<file path="config.mk">
export PLATFORM = sky130hd
export DESIGN_NAME = gdf_phase_ctrl
export DESIGN_NICKNAME = d
export VERILOG_FILES = /design/src/design/gdf_pkg.sv /design/src/design/gdf_phase_ctrl.sv
export SDC_FILE = /design/constraint.sdc
export NUM_CORES = 1
export LEC_CHECK = 0
export ABC_AREA = 1
export BUFFER_PORTS_ARGS = -buffer_cell sky130_fd_sc_hd__buf_2
export CAP_MARGIN = 0
export CORE_MARGIN = 4
export CORE_UTILIZATION = 30
export CTS_CLUSTER_DIAMETER = 100
export CTS_CLUSTER_SIZE = 25
export DETAILED_ROUTE_END_ITERATION = 16
export GPL_TIMING_DRIVEN = 0
export PLACE_DENSITY_LB_ADDON = 0.25
export REMOVE_ABC_BUFFERS = 1
export SYNTH_ARGS = -nofsm -noshare
export SYNTH_HDL_FRONTEND = slang
export SYNTH_SLANG_ARGS = --single-unit
</file>
<file path="constraint.sdc">
create_clock -name sys_clk -period 1.7 [get_ports sys_clk]
set_input_delay 0 -clock sys_clk [delete_from_list [all_inputs] [get_ports sys_clk]]
set_output_delay 0 -clock sys_clk [all_outputs]
set_load 0.02 [all_outputs]
</file>
<file path="src/design/gdf_pkg.sv">
/*
  Shared constants and types for the gate-driver phase controller.
  Assumes a 100 MHz system clock and an APB master with 32-bit data.
*/
package gdf_pkg;

  // ==========================================================
  // Clock and timing
  // ==========================================================
  localparam int unsigned CLK_PERIOD_NS = 10;
  localparam int unsigned FILT_NS = 500;
  localparam int unsigned FILT_CYC = (FILT_NS + CLK_PERIOD_NS - 1) / CLK_PERIOD_NS;
  localparam int unsigned DESAT_CAP_PF = 68;
  localparam int unsigned BLANK_NS = 14 * (DESAT_CAP_PF + 7);
  localparam int unsigned BLANK_CYC = (BLANK_NS + CLK_PERIOD_NS - 1) / CLK_PERIOD_NS;
  localparam int unsigned NOV_CAP_PF = 36;
  localparam int unsigned NOV_NS = (11 * NOV_CAP_PF) / 2;
  localparam int unsigned NOV_CYC = (NOV_NS + CLK_PERIOD_NS - 1) / CLK_PERIOD_NS;
  localparam int unsigned HOLD_MS = 14;
  localparam int unsigned HOLD_CYC = HOLD_MS * 1000000 / CLK_PERIOD_NS;

  // ==========================================================
  // Register map
  // ==========================================================
  localparam logic [7:0] CTRL_OFS = 8'h00;
  localparam logic [7:0] STAT_OFS = 8'h04;
  localparam int unsigned CTRL_EN_BIT = 0;
  localparam logic [31:0] CTRL_RST = 32'h0000_0001;

  // ==========================================================
  // Fault timer states
  // ==========================================================
  typedef enum logic [1:0] {
    FT_OK = 2'b00,
    FT_HOLD = 2'b01,
    FT_WAIT = 2'b10,
    FT_ARM = 2'b11
  } gdf_fstate_t;

  // One side of the gate drive
  typedef struct packed {
    logic gateOn;
    logic softOff;
    logic clampOn;
  } gdf_gate_t;

  // Raw supervisor inputs of one secondary side
  typedef struct packed {
    logic uvLow;
    logic uvHigh;
    logic pgood;
    logic present;
    logic desat;
  } gdf_sec_t;

endpackage : gdf_pkg

</file>
<file path="src/design/gdf_phase_ctrl.sv">
/*
  One phase of the gate-driver control logic: PWM conditioning,
  dead time, desaturation blanking, fault timers and fault outputs,
  with an APB register slave.
  Assumes all pin and comparator inputs are asynchronous to sys_clk.
*/
// Our own choices: the APB slave port and the register offsets.
`timescale 1ns/1ps
module gdf_phase_ctrl import gdf_pkg::*; #(
  parameter bit ACTIVE_LOW = 1'b0,
  parameter bit PER_PHASE = 1'b0,
  parameter int unsigned FILT = FILT_CYC, // Filter width in cycles
  parameter int unsigned BLANK = BLANK_CYC, // Blanking time in cycles
  parameter int unsigned NOV = NOV_CYC, // Non-overlap time in cycles
  parameter int unsigned HOLD = HOLD_CYC
) (
  // Clock and reset
  input wire logic sys_clk,
  input wire logic reset,
  // APB slave
  input wire logic psel,
  input wire logic penable,
  input wire logic pwrite,
  input wire logic [7:0] paddr,
  input wire logic [31:0] pwdata,
  output logic [31:0] prdata,
  output logic pready,
  output logic pslverr,
  // PWM pins and mode jumper
  input wire logic lowSidePwmIn,
  input wire logic highSidePwmIn,
  input wire logic localModeIn,
  // Primary supervisors
  input wire logic vccUvLowIn,
  input wire logic vccUvHighIn,
  input wire logic primPgoodIn,
  // Secondary supervisors
  input wire gdf_sec_t hsSecIn,
  input wire gdf_sec_t lsSecIn,
  // Gate drive outputs
  output gdf_gate_t hsGate,
  output gdf_gate_t lsGate,
  // Open-drain fault pins (bottom, top)
  input wire logic [1:0] faultPinIn,
  output logic [1:0] faultOut,
  output logic [1:0] faultOe
);

  // ==========================================================
  // Elaboration checks
  // ==========================================================
  if (FILT < 1 || FILT > 4095 || BLANK < 1 || BLANK > 4095 || NOV < 1 || NOV > 4095) begin : g_badCyc
    $error("Timing counts must be 1 to 4095 cycles");
  end
  if (HOLD < 1 || HOLD > 2097151) begin : g_badHold
    $error("Hold count out of range");
  end

  // Saturating 12-bit increment
  function automatic logic [11:0] satInc(input logic [11:0] v, input int unsigned lim);
    satInc = (v >= 12'(lim)) ? v : v + 12'h001;
  endfunction : satInc

  // ==========================================================
  // Input synchronisers
  // ==========================================================
  localparam int NIN = 18;
  logic [NIN-1:0] rawIn; // Asynchronous inputs
  logic [NIN-1:0] syncA_r; // First stage
  logic [NIN-1:0] syncB_r; // Second stage, the only reader of syncA_r
  assign rawIn = {faultPinIn, hsSecIn, lsSecIn, localModeIn, vccUvLowIn, vccUvHighIn, primPgoodIn,
                  highSidePwmIn, lowSidePwmIn};

  // Two flip-flop synchroniser for every pin
  always_ff @(posedge sys_clk) begin
    if (reset) begin
      syncA_r <= '0;
      syncB_r <= '0;
    end else begin
      syncA_r <= rawIn;
      syncB_r <= syncA_r;
    end
  end

  gdf_sec_t hsSec; // Synchronised high-side supervisors
  gdf_sec_t lsSec; // Synchronised low-side supervisors
  logic [1:0] pwmPin; // {high, low} as sampled
  logic [1:0] pwmAct; // Polarity-corrected requests
  logic localMode;
  logic vccUvLow;
  logic vccUvHigh;
  logic primPgood;
  logic [1:0] faultPin;
  assign pwmPin = syncB_r[1:0];
  assign primPgood = syncB_r[2];
  assign vccUvHigh = syncB_r[3];
  assign vccUvLow = syncB_r[4];
  assign localMode = syncB_r[5];
  assign lsSec = syncB_r[10:6];
  assign hsSec = syncB_r[15:11];
  assign faultPin = syncB_r[17:16];
  assign pwmAct = ACTIVE_LOW ? ~pwmPin : pwmPin;

  // ==========================================================
  // Anti-glitch filter, one per PWM input
  // ==========================================================
  logic [1:0] pwmFilt_r; // Accepted levels, {high, low}
  logic [11:0] filtCnt_r [2]; // Stable-time counters

  // A new level is taken only after FILT stable cycles, which also delays it
  always_ff @(posedge sys_clk) begin
    if (reset) begin
      pwmFilt_r <= 2'h0;
      filtCnt_r <= '{default: 12'h000};
    end else begin
      for (int i = 0; i < 2; i++) begin
        if (pwmAct[i] == pwmFilt_r[i]) begin
          filtCnt_r[i] <= 12'h000; // Pulse shorter than FILT is dropped
        end else if (filtCnt_r[i] >= 12'(FILT - 1)) begin
          pwmFilt_r[i] <= pwmAct[i]; // Accept after filter time
          filtCnt_r[i] <= 12'h000;
        end else begin
          filtCnt_r[i] <= satInc(filtCnt_r[i], FILT);
        end
      end
    end
  end

  // ==========================================================
  // Mode selection and anti-overlap
  // ==========================================================
  logic cmdHs; // High-side request
  logic cmdLs; // Low-side request
  logic [1:0] cmdPrev_r; // Previous requests for edge detect
  logic [1:0] cmdRise; // Rising request edges

  // Local mode builds both from the high input; direct mode blocks overlap
  always_comb begin
    if (localMode) begin
      cmdHs = pwmFilt_r[1];
      cmdLs = ~pwmFilt_r[1];
    end else begin
      cmdHs = pwmFilt_r[1] & ~pwmFilt_r[0];
      cmdLs = pwmFilt_r[0] & ~pwmFilt_r[1];
    end
  end

  // Request edge detector
  always_ff @(posedge sys_clk) begin
    if (reset) begin
      cmdPrev_r <= 2'h0;
    end else begin
      cmdPrev_r <= {cmdHs, cmdLs};
    end
  end
  assign cmdRise = {cmdHs, cmdLs} & ~cmdPrev_r;

  // ==========================================================
  // Undervoltage hysteresis
  // ==========================================================
  logic [2:0] uv_r; // {hs, ls, vcc} undervoltage flags

  // Set below the low threshold, cleared only above the high one
  always_ff @(posedge sys_clk) begin
    if (reset) begin
      uv_r <= 3'h7;
    end else begin
      if (vccUvLow) begin
        uv_r[0] <= 1'b1;
      end else if (vccUvHigh) begin
        uv_r[0] <= 1'b0;
      end
      if (lsSec.uvLow) begin
        uv_r[1] <= 1'b1;
      end else if (lsSec.uvHigh) begin
        uv_r[1] <= 1'b0;
      end
      if (hsSec.uvLow) begin
        uv_r[2] <= 1'b1;
      end else if (hsSec.uvHigh) begin
        uv_r[2] <= 1'b0;
      end
    end
  end

  // ==========================================================
  // Gate enables, dead time and blanking
  // ==========================================================
  logic [1:0] gateOn_r; // {hs, ls} gate drive
  logic [1:0] ssd_r; // {hs, ls} soft shutdown active
  logic [11:0] offCnt_r [2]; // Cycles since each gate turned off
  logic [11:0] blankCnt_r [2]; // Cycles since each gate turned on
  logic [1:0] sideOk; // Side allowed to switch
  logic [1:0] want; // Requested gate level
  logic [1:0] desatHit; // Qualified desaturation
  logic [1:0] rawDesat;
  logic ctrlEn; // Software gate enable
  gdf_fstate_t fst_r [3]; // Fault timers {prim, hs, ls}

  assign rawDesat = {hsSec.desat, lsSec.desat};
  assign want = {cmdHs, cmdLs};

  // Gates turn on only while enabled and the phase and their own side are in FT_OK
  always_comb begin
    for (int i = 0; i < 2; i++) begin
      sideOk[i] = ctrlEn && fst_r[2] == FT_OK && fst_r[i] == FT_OK;
      desatHit[i] = gateOn_r[i] && rawDesat[i] && blankCnt_r[i] >= 12'(BLANK);
    end
  end

  // Turn-on waits for the opposite gate to be off, and in local mode NOV cycles more
  always_ff @(posedge sys_clk) begin
    if (reset) begin
      gateOn_r <= 2'h0;
      offCnt_r <= '{default: 12'h000};
      blankCnt_r <= '{default: 12'h000};
    end else begin
      for (int i = 0; i < 2; i++) begin
        if (!sideOk[i] || !want[i] || desatHit[i]) begin
          gateOn_r[i] <= 1'b0; // Held on only while request stays
        end else if (!gateOn_r[1-i] && (!localMode || offCnt_r[1-i] >= 12'(NOV))) begin
          gateOn_r[i] <= 1'b1;
        end
        offCnt_r[i] <= gateOn_r[i] ? 12'h000 : satInc(offCnt_r[i], NOV);
        blankCnt_r[i] <= gateOn_r[i] ? satInc(blankCnt_r[i], BLANK) : 12'h000;
      end
    end
  end

  // Soft shutdown replaces fast turn-off when a side faults while on
  always_ff @(posedge sys_clk) begin
    if (reset) begin
      ssd_r <= 2'h0;
    end else begin
      for (int i = 0; i < 2; i++) begin
        if (gateOn_r[i] && (desatHit[i] || !sideOk[i])) begin
          ssd_r[i] <= 1'b1;
        end else if (cmdRise[i] && (fst_r[i] == FT_OK || fst_r[i] == FT_ARM) &&
                     (fst_r[2] == FT_OK || fst_r[2] == FT_ARM)) begin
          // Same edge that takes the timers from armed to running
          ssd_r[i] <= 1'b0;
        end
      end
    end
  end

  // Gate outputs; clamp engaged while the gate is off and soft shutdown is not active
  always_comb begin
    hsGate.gateOn = gateOn_r[1];
    hsGate.softOff = ssd_r[1];
    hsGate.clampOn = ~gateOn_r[1] & ~ssd_r[1];
    lsGate.gateOn = gateOn_r[0];
    lsGate.softOff = ssd_r[0];
    lsGate.clampOn = ~gateOn_r[0] & ~ssd_r[0];
  end

  // ==========================================================
  // Fault timers
  // ==========================================================
  logic [2:0] faultNow; // Present fault conditions
  logic [2:0] faultEv; // New fault events
  logic [2:0] resumeEdge; // Restart edge per domain
  logic [20:0] holdCnt_r [3]; // Hold counters

  // Primary also faults when a secondary supply is missing
  assign faultNow[0] = uv_r[1] | ~lsSec.pgood;
  assign faultNow[1] = uv_r[2] | ~hsSec.pgood;
  assign faultNow[2] = uv_r[0] | ~primPgood | ~hsSec.present | ~lsSec.present;
  assign faultEv = faultNow | {1'b0, desatHit[1], desatHit[0]};
  assign resumeEdge = {|cmdRise, cmdRise[1], cmdRise[0]};

  // Latch, hold, recheck, then wait for a rising PWM edge
  always_ff @(posedge sys_clk) begin
    if (reset) begin
      fst_r <= '{default: FT_WAIT};
      holdCnt_r <= '{default: 21'h000000};
    end else begin
      for (int i = 0; i < 3; i++) begin
        unique case (fst_r[i])
          FT_OK: begin
            holdCnt_r[i] <= 21'h000000;
            if (faultEv[i]) begin
              fst_r[i] <= FT_HOLD;
            end
          end
          FT_HOLD: begin
            if (holdCnt_r[i] >= 21'(HOLD - 1)) begin
              fst_r[i] <= FT_WAIT;
            end else begin
              holdCnt_r[i] <= holdCnt_r[i] + 21'h000001;
            end
          end
          FT_WAIT: begin
            if (!faultNow[i]) begin
              fst_r[i] <= FT_ARM;
            end
          end
          FT_ARM: begin
            if (faultEv[i]) begin
              fst_r[i] <= FT_HOLD;
              holdCnt_r[i] <= 21'h000000;
            end else if (resumeEdge[i]) begin
              fst_r[i] <= FT_OK;
            end
          end
        endcase
      end
    end
  end

  // ==========================================================
  // Open-drain fault outputs
  // ==========================================================
  logic [1:0] sideFault; // {top, bottom} faulted
  logic anyFault;
  logic [1:0] faultOe_r;
  assign sideFault = {fst_r[1] != FT_OK, fst_r[0] != FT_OK} | {2{fst_r[2] != FT_OK}};
  assign anyFault = |sideFault;

  // Enable pulls the pin low; released means no fault
  always_ff @(posedge sys_clk) begin
    if (reset) begin
      faultOe_r <= 2'h3;
    end else begin
      faultOe_r <= PER_PHASE ? {2{anyFault}} : sideFault;
    end
  end
  assign faultOe = faultOe_r;
  assign faultOut = 2'h0;

  // ==========================================================
  // APB slave
  // ==========================================================
  logic ctrlEn_r;
  logic [31:0] prdata_r;
  logic pslverr_r;
  logic acc;
  logic hit;
  assign acc = psel & penable;
  assign hit = (paddr == CTRL_OFS) || (paddr == STAT_OFS);
  assign ctrlEn = ctrlEn_r;

  // Control register write
  always_ff @(posedge sys_clk) begin
    if (reset) begin
      ctrlEn_r <= CTRL_RST[CTRL_EN_BIT];
    end else if (acc && pwrite && paddr == CTRL_OFS) begin
      ctrlEn_r <= pwdata[CTRL_EN_BIT];
    end
  end

  // Read data and error registered in the setup cycle
  always_ff @(posedge sys_clk) begin
    if (reset) begin
      prdata_r <= 32'h0000_0000;
      pslverr_r <= 1'b0;
    end else if (psel && !penable) begin
      pslverr_r <= ~hit;
      if (!pwrite && paddr == CTRL_OFS) begin
        prdata_r <= {31'h0000_0000, ctrlEn_r};
      end else if (!pwrite && paddr == STAT_OFS) begin
        prdata_r <= {14'h0000, localMode, faultPin, faultOe_r, uv_r, ssd_r, gateOn_r,
                     6'(fst_r[2]) << 4 | 6'(fst_r[1]) << 2 | 6'(fst_r[0])};
      end else begin
        prdata_r <= 32'h0000_0000;
      end
    end
  end
  assign prdata = prdata_r;
  assign pslverr = pslverr_r & acc;
  assign pready = 1'b1;

endmodule : gdf_phase_ctrl

</file>
---- Word level (Yosys, flattened, before mapping) ----
Cells that the tools add are included.
cells by class
  add/subtract/negate cells ............... 9
  magnitude comparators ................... 11
  equal/unequal tests ..................... 30
  multiplexer cells ....................... 35
  bitwise logic cells ..................... 31
  reduce and logical (&&, ||, !) cells .... 73
operators by type and width
  cell                                                  count
  one-hot mux 21 bit (3 select lines)                   3
  two-way mux 21 bit                                    6
  adder 12 x 1 -> 12 bit, second input constant         6
  adder 21 x 1 -> 21 bit, second input constant         3
  >= comparator 21 bit, second input constant           3
  >= comparator 12 x 6 -> 1 bit, second input constant  4
  two-way mux 18 bit                                    2
  two-way mux 2 bit                                     15
  != test 2 bit, second input constant                  15
  >= comparator 12 x 5 -> 1 bit, second input constant  2
  >= comparator 12 x 7 -> 1 bit, second input constant  2
  one-hot mux 2 bit (4 select lines)                    3
  logical AND 1 bit                                     20
  OR reduction 2 bit                                    10
  inverter 1 bit                                        14
  equality test 2 bit, second input constant            6
  logical OR 1 bit                                      12
  AND reduction 4 bit                                   3
  nonzero test 2 bit                                    5
  logical NOT 1 bit                                     9
  != test 3 bit, second input constant                  3
  AND reduction 3 bit                                   3
  nonzero test 3 bit                                    3
  equality test 8 x 3 -> 1 bit, second input constant   1
  15 further kinds                                      36
word-level totals
  flip-flop bits (word level) ............. 224
  output and inout port bits .............. 44

---- Longest topological paths before layout ----
Gate-level depths: netlist (run 1).
  depth in word-level cells ............... 8
  depth in mapped cells ................... 14
  depth with buffers taken out ............ 14

---- Least setup slack after synthesis (run 1) ----
OpenSTA, ideal clock, no wires.
  path kind ............................... reg2reg
  start point ............................. reg holdCnt_r[42] in the netlist's numbering
  end point ............................... reg holdCnt_r[58] in the netlist's numbering
  arrival ................................. 1563 ps
  data required time ...................... 1561 ps
  setup slack ............................. -2 ps
  cell stages (with the launch flop) ...... 12
  clock period less this slack ............ 1702 ps
  cells stage by stage .................... dfxtp_1 > ha_1 > nand3_2 > nor2_4 > nand3_1 > nand2_1 > nand2_2 > nand3_4 > nand2_4 > buf_2 > nand3_1 > a21oi_2
between the ends
  cells in the longest elaborated chain, start to end .. 3
  elaborated cells between the ends (all ways) .. 6
  those cells by class .................... add/sub (1); order compare (1); eq/ne (1); mux (2); reduce/logical (1)
ends and longest elaborated chain
  what                                                                        line                                          source
  start: declaration                                                          gdf_phase_ctrl.sv:263                         logic [20:0] holdCnt_r [3];
  start signal: indexed assignment                                            gdf_phase_ctrl.sv:290                         holdCnt_r[i] <= holdCnt_r[i] + 21'h000001;
  adder 21 x 1 -> 21 bit or >= comparator 21 bit (tied branches)              gdf_phase_ctrl.sv:290, gdf_phase_ctrl.sv:287
  two-way mux 21 bit or != test 2 bit (tied branches)                         --
  one-hot mux 21 bit (3 select lines) or AND reduction 3 bit (tied branches)  --
Parallel ways exist; a longest one is shown, timed or not. The select of a mux whose other input is x is not followed.
A chain may end at the register's enable or synchronous reset.

---- Final worst setup path (run 1) ----
  start point ............................. reg holdCnt_r[21] in the netlist's numbering
  end point ............................... reg holdCnt_r[25] in the netlist's numbering
The elaborated chain is that of the path after synthesis.

==> Flow_metrics.wiki, run 1 <==
{| class="wikitable"
! Metric !! Value
|-
| Post-route minimum period || 1.79 ns
|-
| Synth area leader || sky130_fd_sc_hd__dfxtp_1
|-
| Number of DRC markers after the initial detailed-route iteration || 526
|-
| Filler instances || roughly 3,600
|-
| Worst Hold Path Cells || 2
|-
| Hold Violations, Final || 0
|-
| Die X-Extent || a little under 200 µm
|-
| TritonRoute pass-1 iters || 5
|-
| Portion of the clock cycle consumed by the worst path in the final layout || 106%
|-
| Layout net count || between 1,500 and 2,000
|-
| Yosys cell types || 43
|-
| Number of buffers on the longest clock path || 3
|-
| Placement Cell Area || roughly 0.011 mm²
|-
| Data required time at the worst endpoint || roughly 2.1 ns
|-
| VDD IR max || between 0.0006 and 0.0007 V
|-
| Number of cells produced by synthesis || about 1,500
|-
| Seq/Total Area, Yosys || about two fifths
|-
| Worst-case reg-to-reg path depth || 10
|-
| Cell count after placement || between 2,000 and 2,500
|-
| Maximum fanout along the worst path || 5
|-
| Clock latency on the worst-skew pair || roughly 0.48 ns
|-
| Min-Delay Endpoint || syncA_r[9]$_SDFF_PP0_
|-
| I/O pin total || approximately 110
|-
| Total of flip-flops plus latches after synthesis || 210
|-
| Total inserted antenna cells || 0
|-
| Primary flip-flop cell chosen by synthesis mapping || sky130_fd_sc_hd__dfxtp_1
|-
| Final setup margin || -0.0946 ns
|-
| Vias per Instance || ~4.7
|-
| RePlAce Congestion || slightly below 0.9
|-
| Clock buffer count from CTS || 13
|-
| WL/cell || between 10 and 15 µm
|-
| Clock-pin transition on the worst setup and hold timing paths || around 0.10 ns
|-
| Reg2Reg Setup Slack || -0.09 ns
|-
| Synth cell count leaders || 292 x sky130_fd_sc_hd__nand2_1, 250 x sky130_fd_sc_hd__nor2_1, 210 x sky130_fd_sc_hd__dfxtp_1
|-
| Total number of yosys warnings || 0
|-
| Violations in the final reports || negative setup slack
|-
| Layout-stage area growth over the synthesis result || 33.1%
|-
| Aggregate global routing overflow || 0
|-
| Most instantiated library cell after synthesis || sky130_fd_sc_hd__nand2_1
|-
| Number of placement rows || just under 70
|-
| Power Density || between 900 and 1000 mW/mm²
|-
| Ys async rst share || 0%
|-
| Vertical die dimension || around 200 µm
|-
| Pins over their slew limit || 0
|-
| Final setup violation count || 40
|-
| Mean area per synthesized cell || around 7 µm²
|-
| Routed vias || ~10,000
|-
| Arrival time reported for the critical path endpoint || ~2.2 ns
|-
| TritonCTS clock tree || yes
|-
| Area of the core || 0.0347 mm²
|-
| Aggregate global-route resource usage || about 14%
|-
| Run status || finished with violations
|-
| Number of H-tree levels || 1
|-
| Start point of the worst min-delay path || reset
|-
| Layout Skew || slightly above 0.02 ns
|-
| Number of synthesized flops with an enable pin || 0
|-
| Share of cells above drive strength 1 || a little over a quarter
|-
| Worst min path class || primary input to register
|-
| Static Leak || approximately 5.3 nW
|-
| DRC violations left || 0
|-
| Post-route insts no fill || about 2,100
|-
| Remaining antenna violation count after routing || 0
|-
| Total wire length after detailed routing || about 29,000 µm
|-
| Reg-to-reg startpoint || holdCnt_r[21]$_SDFFE_PP0P_
|-
| Top post-synthesis cells by area || sky130_fd_sc_hd__dfxtp_1 40%, sky130_fd_sc_hd__nand2_1 10%, sky130_fd_sc_hd__nor2_1 8.9%
|-
| I/O Buffers || 58
|-
| Mapped Area || between 0.01 and 0.015 mm²
|-
| Half-perimeter wire length after placement || 17,200 µm
|-
| Clock Root Buffer || sky130_fd_sc_hd__clkbuf_16
|-
| Maximum number of pins on one net before global-route repair || 75
|-
| Design Area, Final || 0.0141 mm²
|-
| Worst setup EP type || register
|-
| Top achievable clock speed || roughly 560 MHz
|-
| Area of the die || 0.0384 mm²
|-
| Number of antenna violations at the first check in global routing || 0
|-
| Starting density of the core || just over 30%
|-
| Global-route wire length before repair || ~46,000 µm
|-
| Vias in the first global route || about 9,400
|-
| Unrepaired setup endpoints after global routing || true
|-
| Worst R2R End || holdCnt_r[25]$_SDFFE_PP0P_
|-
| Sort of element at the start of the critical path || register
|-
| Max-Slew Margin vs Limit || roughly 60%
|-
| Critical path type || register to register
|-
| Transition time of the tightest slew-check pin || between 0.6 and 0.7 ns
|-
| Share of the synthesized area in the top cell type || between 30 and 40%
|-
| Critical path startpoint || holdCnt_r[21]$_SDFFE_PP0P_
|-
| Sink Count || 210
|-
| Number of max-cap violations || 0
|}
## sequential cells by signal (all words and copies together) (netlist names), 2 cells and up
signal,count
blankCnt_r,24
gateOn_r,2
filtCnt_r,24
syncA_r,18
ssd_r,2
faultOe,2
prdata,18
pwmFilt_r,2
holdCnt_r,63
cmdPrev_r,2
syncB_r,18
offCnt_r,24
fst_r,6
uv_r,3
## per-layer routing
layer  routed length (µm)  vias to the layer above  global-route usage, %
li1                     -                     5148                      -
met1                13400                     4655                   18.4
met2                14200                      152                   24.4
met3                  934                       45                   2.16
met4                  620                        0                   3.85
met5                    0                        -                      0
## metrics by stage
| stage | utilization, % | TNS (ns) | setup slack, ns | power, mW | hold slack (ns) |
|---|---|---|---|---|---|
| after CTS | 37.5 | 0 | 0.000398 | 12.2 | 0.00691 |
| after global routing | 40.6 | -7.43 | -0.188 | 13.5 | 0.0250 |
| after floorplan | - | -16.96 | -0.491 | 6.66 | 0.0624 |
| final | 40.6 | -1.80 | -0.0946 | 12.8 | 0.00186 |
| after global placement | 32.2 | -205.58 | -2.21 | 7.27 | 0.204 |
| after detailed placement | 32.3 | -66.91 | -1.30 | 7.31 | 0.207 |
## final cells by class
type                    count  area, µm²  share of cell area (%)
repair inverters            4       25.0                   0.177
repair buffers            167       1380                    9.76
multi-input cells        1089       6570                    46.6
clock inverters             3       66.3                   0.470
clock buffers              16        337                    2.39
flip-flops and latches    210       4360                    30.9
well taps                 455        569                    4.04
inverters                 205        797                    5.65
## worst max-delay path by stage
stage,slack (ns),end,cells after the start
2_1_floorplan,-0.49,holdCnt_r[22]$_SDFFE_PP0P_,13
3_3_place_gp,-2.21,filtCnt_r[4]$_SDFFE_PP0N_,6
3_5_place_dp,-1.30,holdCnt_r[22]$_SDFFE_PP0P_,13
4_1_cts,0.0004,holdCnt_r[9]$_SDFFE_PP0P_,9
5_1_grt,-0.19,holdCnt_r[38]$_SDFFE_PP0P_,11
6_report,-0.09,holdCnt_r[25]$_SDFFE_PP0P_,10
## cell families after synthesis
group | count (synthesis) | share of synthesized area [%]
other | 2 | 0.0709
XOR/XNOR | 46 | 3.80
buffers and inverters | 270 | 10.8
adder cells (fa/ha/maj) | 35 | 4.14
flip-flops | 210 | 39.7
AND/OR/NAND/NOR | 777 | 32.0
AO/OA/AOI/OAI | 185 | 9.48
## critical path: stages, from the launching register on
cell and delay, ns:
sky130_fd_sc_hd__dfxtp_4 0.38, sky130_fd_sc_hd__ha_4 0.15, sky130_fd_sc_hd__nand3_4 0.09, sky130_fd_sc_hd__nor3_4 0.14, sky130_fd_sc_hd__nand3b_1 0.12, sky130_fd_sc_hd__nand4_1 0.23
sky130_fd_sc_hd__nand2_4 0.12, sky130_fd_sc_hd__buf_12 0.18, sky130_fd_sc_hd__nand2_8 0.10, sky130_fd_sc_hd__nand2_4 0.05, sky130_fd_sc_hd__a21oi_2 0.14
## layout by cell type, fill, tap and decap left out, types with 7 or more instances in the layout
| cell | instances |
|---|---|
| sky130_fd_sc_hd__nor2_1 | 229 |
| sky130_fd_sc_hd__nand2_1 | 228 |
| sky130_fd_sc_hd__inv_1 | 175 |
| sky130_fd_sc_hd__dfxtp_1 | 142 |
| sky130_fd_sc_hd__nand3_1 | 118 |
| sky130_fd_sc_hd__a21oi_1 | 82 |
| sky130_fd_sc_hd__buf_4 | 60 |
| sky130_fd_sc_hd__buf_2 | 57 |
| sky130_fd_sc_hd__nand2_2 | 50 |
| sky130_fd_sc_hd__o21ai_0 | 47 |
| sky130_fd_sc_hd__dfxtp_2 | 40 |
| sky130_fd_sc_hd__a21oi_2 | 39 |
| sky130_fd_sc_hd__xor2_1 | 37 |
| sky130_fd_sc_hd__dlygate4sd3_1 | 32 |
| sky130_fd_sc_hd__conb_1 | 29 |
| sky130_fd_sc_hd__nand4_1 | 28 |
| sky130_fd_sc_hd__dfxtp_4 | 28 |
| sky130_fd_sc_hd__nand2_4 | 26 |
| sky130_fd_sc_hd__ha_1 | 23 |
| sky130_fd_sc_hd__inv_2 | 19 |
| sky130_fd_sc_hd__nand2_8 | 18 |
| sky130_fd_sc_hd__nor2_2 | 17 |
| sky130_fd_sc_hd__nor3_1 | 17 |
| sky130_fd_sc_hd__nand3_2 | 15 |
| sky130_fd_sc_hd__clkbuf_16 | 13 |
| sky130_fd_sc_hd__nand3_4 | 11 |
| sky130_fd_sc_hd__ha_4 | 11 |
| sky130_fd_sc_hd__xnor2_1 | 9 |
| sky130_fd_sc_hd__nor2_4 | 8 |
| sky130_fd_sc_hd__buf_12 | 7 |
## report_power, final
| part | internal (mW) | switching [mW] |
|---|---|---|
| clock | 1.62 | 1.75 |
| sequential | 5.08 | 0.177 |
| combinational | 1.54 | 2.65 |
## what timing repair did
action                                  4_1_cts  5_1_grt
hold buffers                                 31        2
pin swaps                                    27       65
resized for setup                           146      222
endpoints found under the hold margin        32        1
buffers inserted                             37       38
gates cloned                                 18        5
endpoints found under the setup margin       76       99
(Power assumes the default switching activity.)
==> run 2: changes to the inputs <==
--- a/config.mk
+++ b/config.mk
@@ -16,6 +16,7 @@
 export GPL_TIMING_DRIVEN = 0
 export PLACE_DENSITY_LB_ADDON = 0.25
 export REMOVE_ABC_BUFFERS = 1
+export SKIP_CTS_REPAIR_TIMING = 1
 export SYNTH_ARGS = -nofsm -noshare
 export SYNTH_HDL_FRONTEND = slang
 export SYNTH_SLANG_ARGS = --single-unit
==> run 2 against run 1 <==
Against the previous run:
- the run ends with negative hold slack, negative setup slack left
- global-route usage down 1.8 points
- setup slack worse by 0.0013 ns
- utilization shrank 1.5 points
- first-iteration DRC count up 1.3%
- final cell count down 1.3%
- critical path depth rose by 1
- power is 2.1% lower
- cell area shrank 3.7%
- count of clock-buffer cells in the layout unchanged
- critical path type unchanged
- critical endpoint is now holdCnt_r[52]$_SDFFE_PP0P_
- largest cell class unchanged
==> Flow_metrics.wiki, run 2 (synthesized netlist as in run 1, its figures left out) <==
{| class="wikitable"
! Metric !! Value
|-
| Area of the core || 0.0347 mm² (unchanged)
|-
| Number of H-tree levels || 1 (unchanged)
|-
| Maximum number of pins on one net before global-route repair || 75 (unchanged)
|-
| Worst Hold Path Cells || 6 (was 2)
|-
| Vertical die dimension || 196 µm (unchanged)
|-
| Final total negative setup slack || -1.87 ns (was -1.80 ns)
|-
| Worst-case reg-to-reg path depth || 11 (was 10)
|-
| Half-perimeter wire length after placement || 17,200 µm (unchanged)
|-
| Worst min path class || primary input to register (unchanged)
|-
| Number of DRC markers after the initial detailed-route iteration || 533 (was 526)
|-
| Maximum fanout along the worst path || 6 (was 5)
|-
| Number of max-cap violations || 0 (unchanged)
|-
| Max-Slew Margin vs Limit || 37.8% (was 59.6%)
|-
| Placement Cell Area || 0.0112 mm² (unchanged)
|-
| TritonCTS clock tree || yes (unchanged)
|-
| Layout net count || 1,759 (was 1,788)
|-
| Start point of the worst min-delay path || paddr[2] (was reset)
|-
| WL/cell || 13.3 µm (was 13.6 µm)
|-
| Run status || finished with violations (unchanged)
|-
| Area of the die || 0.0384 mm² (unchanged)
|-
| Transition time of the tightest slew-check pin || 0.932 ns (was 0.603 ns)
|-
| Routed vias || 9,833 (was 10,000)
|-
| Data required time at the worst endpoint || 2.04 ns (was 2.11 ns)
|-
| Die X-Extent || 196 µm (unchanged)
|-
| Cell count after placement || 2,002 (unchanged)
|-
| Top achievable clock speed || 557 MHz (about the same)
|-
| Vias per Instance || 4.64 (was 4.65)
|-
| Clock Root Buffer || sky130_fd_sc_hd__clkbuf_16 (unchanged)
|-
| Number of antenna violations at the first check in global routing || 0 (unchanged)
|-
| Clock-pin transition on the worst setup and hold timing paths || 0.10 ns (about the same)
|-
| Violations in the final reports || negative hold slack, negative setup slack (was negative setup slack)
|-
| Number of buffers on the longest clock path || 3 (unchanged)
|-
| Starting density of the core || 30.5% (unchanged)
|-
| I/O pin total || 107 (unchanged)
|-
| Sort of element at the start of the critical path || register (unchanged)
|-
| Layout-stage area growth over the synthesis result || 28.3% (was 33.1%)
|-
| Most used cells in the layout excluding fill and tap cells || 244 x sky130_fd_sc_hd__nand2_1, 235 x sky130_fd_sc_hd__nor2_1, 178 x sky130_fd_sc_hd__inv_1 (was 229 x sky130_fd_sc_hd__nor2_1, 228 x sky130_fd_sc_hd__nand2_1, 175 x sky130_fd_sc_hd__inv_1)
|-
| Design Area, Final || 0.0136 mm² (was 0.0141 mm²)
|-
| Arrival time reported for the critical path endpoint || 2.14 ns (was 2.20 ns)
|-
| Post-route minimum period || 1.80 ns (was 1.79 ns)
|-
| Sink Count || 210 (unchanged)
|-
| Post-route insts no fill || 2,120 (was 2,149)
|-
| Clock latency on the worst-skew pair || 0.48 ns (about the same)
|-
| Final setup violation count || 42 (was 40)
|-
| Remaining antenna violation count after routing || 0 (unchanged)
|-
| Static Leak || 5.06 nW (was 5.34 nW)
|-
| RePlAce Congestion || 0.874 (unchanged)
|-
| Worst hold slack after final layout || -0.0359 ns (was 0.00186 ns)
|-
| Power Density || 924 mW/mm² (was 909 mW/mm²)
|-
| Max FFs per register || 63 (unchanged)
|-
| Share of cells above drive strength 1 || 24.2% (was 27.4%)
|-
| Critical path type || register to register (unchanged)
|-
| Reg-to-reg startpoint || holdCnt_r[43]$_SDFFE_PP0P_ (was holdCnt_r[21]$_SDFFE_PP0P_)
|-
| Hold Violations, Final || 2 (was 0)
|-
| Worst setup EP type || register (unchanged)
|-
| Total wire length after detailed routing || 28,100 µm (was 29,200 µm)
|-
| Layout Skew || 0.0232 ns (was 0.0202 ns)
|-
| Library cell contributing the largest single delay on the critical path || sky130_fd_sc_hd__dfxtp_4 (unchanged)
|-
| Unrepaired setup endpoints after global routing || true (unchanged)
|-
| Number of placement rows || 68 (unchanged)
|-
| Min-Delay Endpoint || prdata[0]$_SDFFE_PP0P_ (was syncA_r[9]$_SDFF_PP0_)
|-
| Portion of the clock cycle consumed by the worst path in the final layout || 106% (about the same)
|-
| DRC violations left || 0 (unchanged)
|-
| Clock buffer count from CTS || 13 (unchanged)
|-
| Aggregate global-route resource usage || 12.4% (was 14.1%)
|-
| Top reg by flops || holdCnt_r (unchanged)
|-
| Reg2Reg Setup Slack || -0.1 ns (was -0.09 ns)
|-
| Worst-path cell chain || ha_4 -> nand3_4 -> nor2_4 -> nand3_2 -> nand2_2 -> nand2_2 -> nand3_4 -> buf_12 -> nand2_4 -> nand3_1 -> a21oi_2 (was ha_4 -> nand3_4 -> nor3_4 -> nand3b_1 -> nand4_1 -> nand2_4 -> buf_12 -> nand2_8 -> nand2_4 -> a21oi_2)
|-
| Worst path max stage delay || 0.40 ns (was 0.38 ns)
|-
| Worst R2R End || holdCnt_r[52]$_SDFFE_PP0P_ (was holdCnt_r[25]$_SDFFE_PP0P_)
|-
| Aggregate global routing overflow || 0 (unchanged)
|-
| Pins over their slew limit || 0 (unchanged)
|-
| Total inserted antenna cells || 0 (unchanged)
|-
| Final setup margin || -0.0959 ns (was -0.0946 ns)
|-
| VDD IR max || 0.000639 V (about the same)
|-
| Leading cell type in the layout, fill and taps excluded || sky130_fd_sc_hd__nand2_1 (was sky130_fd_sc_hd__nor2_1)
|-
| I/O Buffers || 58 (unchanged)
|-
| Critical path startpoint || holdCnt_r[43]$_SDFFE_PP0P_ (was holdCnt_r[21]$_SDFFE_PP0P_)
|-
| Global-route wire length before repair || 41,000 µm (was 46,000 µm)
|-
| TritonRoute pass-1 iters || 5 (unchanged)
|-
| Vias in the first global route || 8,671 (was 9,402)
|}
run 2: per-stage QoR:
| step | utilization (%) | hold slack [ns] | power, mW | setup slack (ns) |
|---|---|---|---|---|
| floorplan | - | 0.0624 | 6.66 | -0.491 |
| global placement | 32.2 | 0.204 | 7.27 | -2.21 |
| detailed placement | 32.3 | 0.207 | 7.31 | -1.30 |
| CTS | 33.5 | -0.324 | 10.8 | -1.32 |
| global route | 39.1 | 0.00515 | 13.2 | -0.175 |
| finish | 39.1 | -0.0359 | 12.6 | -0.0959 |
run 2: layout make-up:
cell class | instances | area (µm²)
inverters | 205 | 788
well taps | 455 | 569
repair inverters | 3 | 20.0
clock buffers | 16 | 337
flip-flops and latches | 210 | 4330
fillers | 3642 | 21100
clock inverters | 3 | 66.3
repair buffers | 140 | 1110
multi-input cells | 1088 | 6360
run 2: worst max-delay path: cells and delay by family (launching register included):
family                     cells  cell delay [ns]
and+or+nand+nor                8             0.86
buffers and inverters          1             0.16
AOI/OAI and AO/OA              1             0.06
DFF                            1             0.40
adders and majority gates      1             0.17
run 2: routing by layer:
metal	part of all wire (%)	vias to the layer above	wire length (µm)	GRT usage, %
li1	-	5089	-	-
met1	47	4526	13300	16.3
met2	47	174	13100	21.3
met3	3.8	44	1080	1.92
met4	2.3	0	638	2.84
met5	0	-	0	0
run 2: power by group:
group          switching (mW)  internal [mW]
Sequential              0.177           5.09
Combinational            2.56           1.35
Clock                    1.76           1.62
run 2: worst max-delay path by stage:
stage	slack, ns	cells past startpoint	end
6_report	-0.1	11	holdCnt_r[52]$_SDFFE_PP0P_
5_1_grt	-0.18	9	holdCnt_r[36]$_SDFFE_PP0P_
4_1_cts	-1.32	12	holdCnt_r[31]$_SDFFE_PP0P_
3_5_place_dp	-1.30	13	holdCnt_r[22]$_SDFFE_PP0P_
3_3_place_gp	-2.21	6	filtCnt_r[4]$_SDFFE_PP0N_
2_1_floorplan	-0.49	13	holdCnt_r[22]$_SDFFE_PP0P_
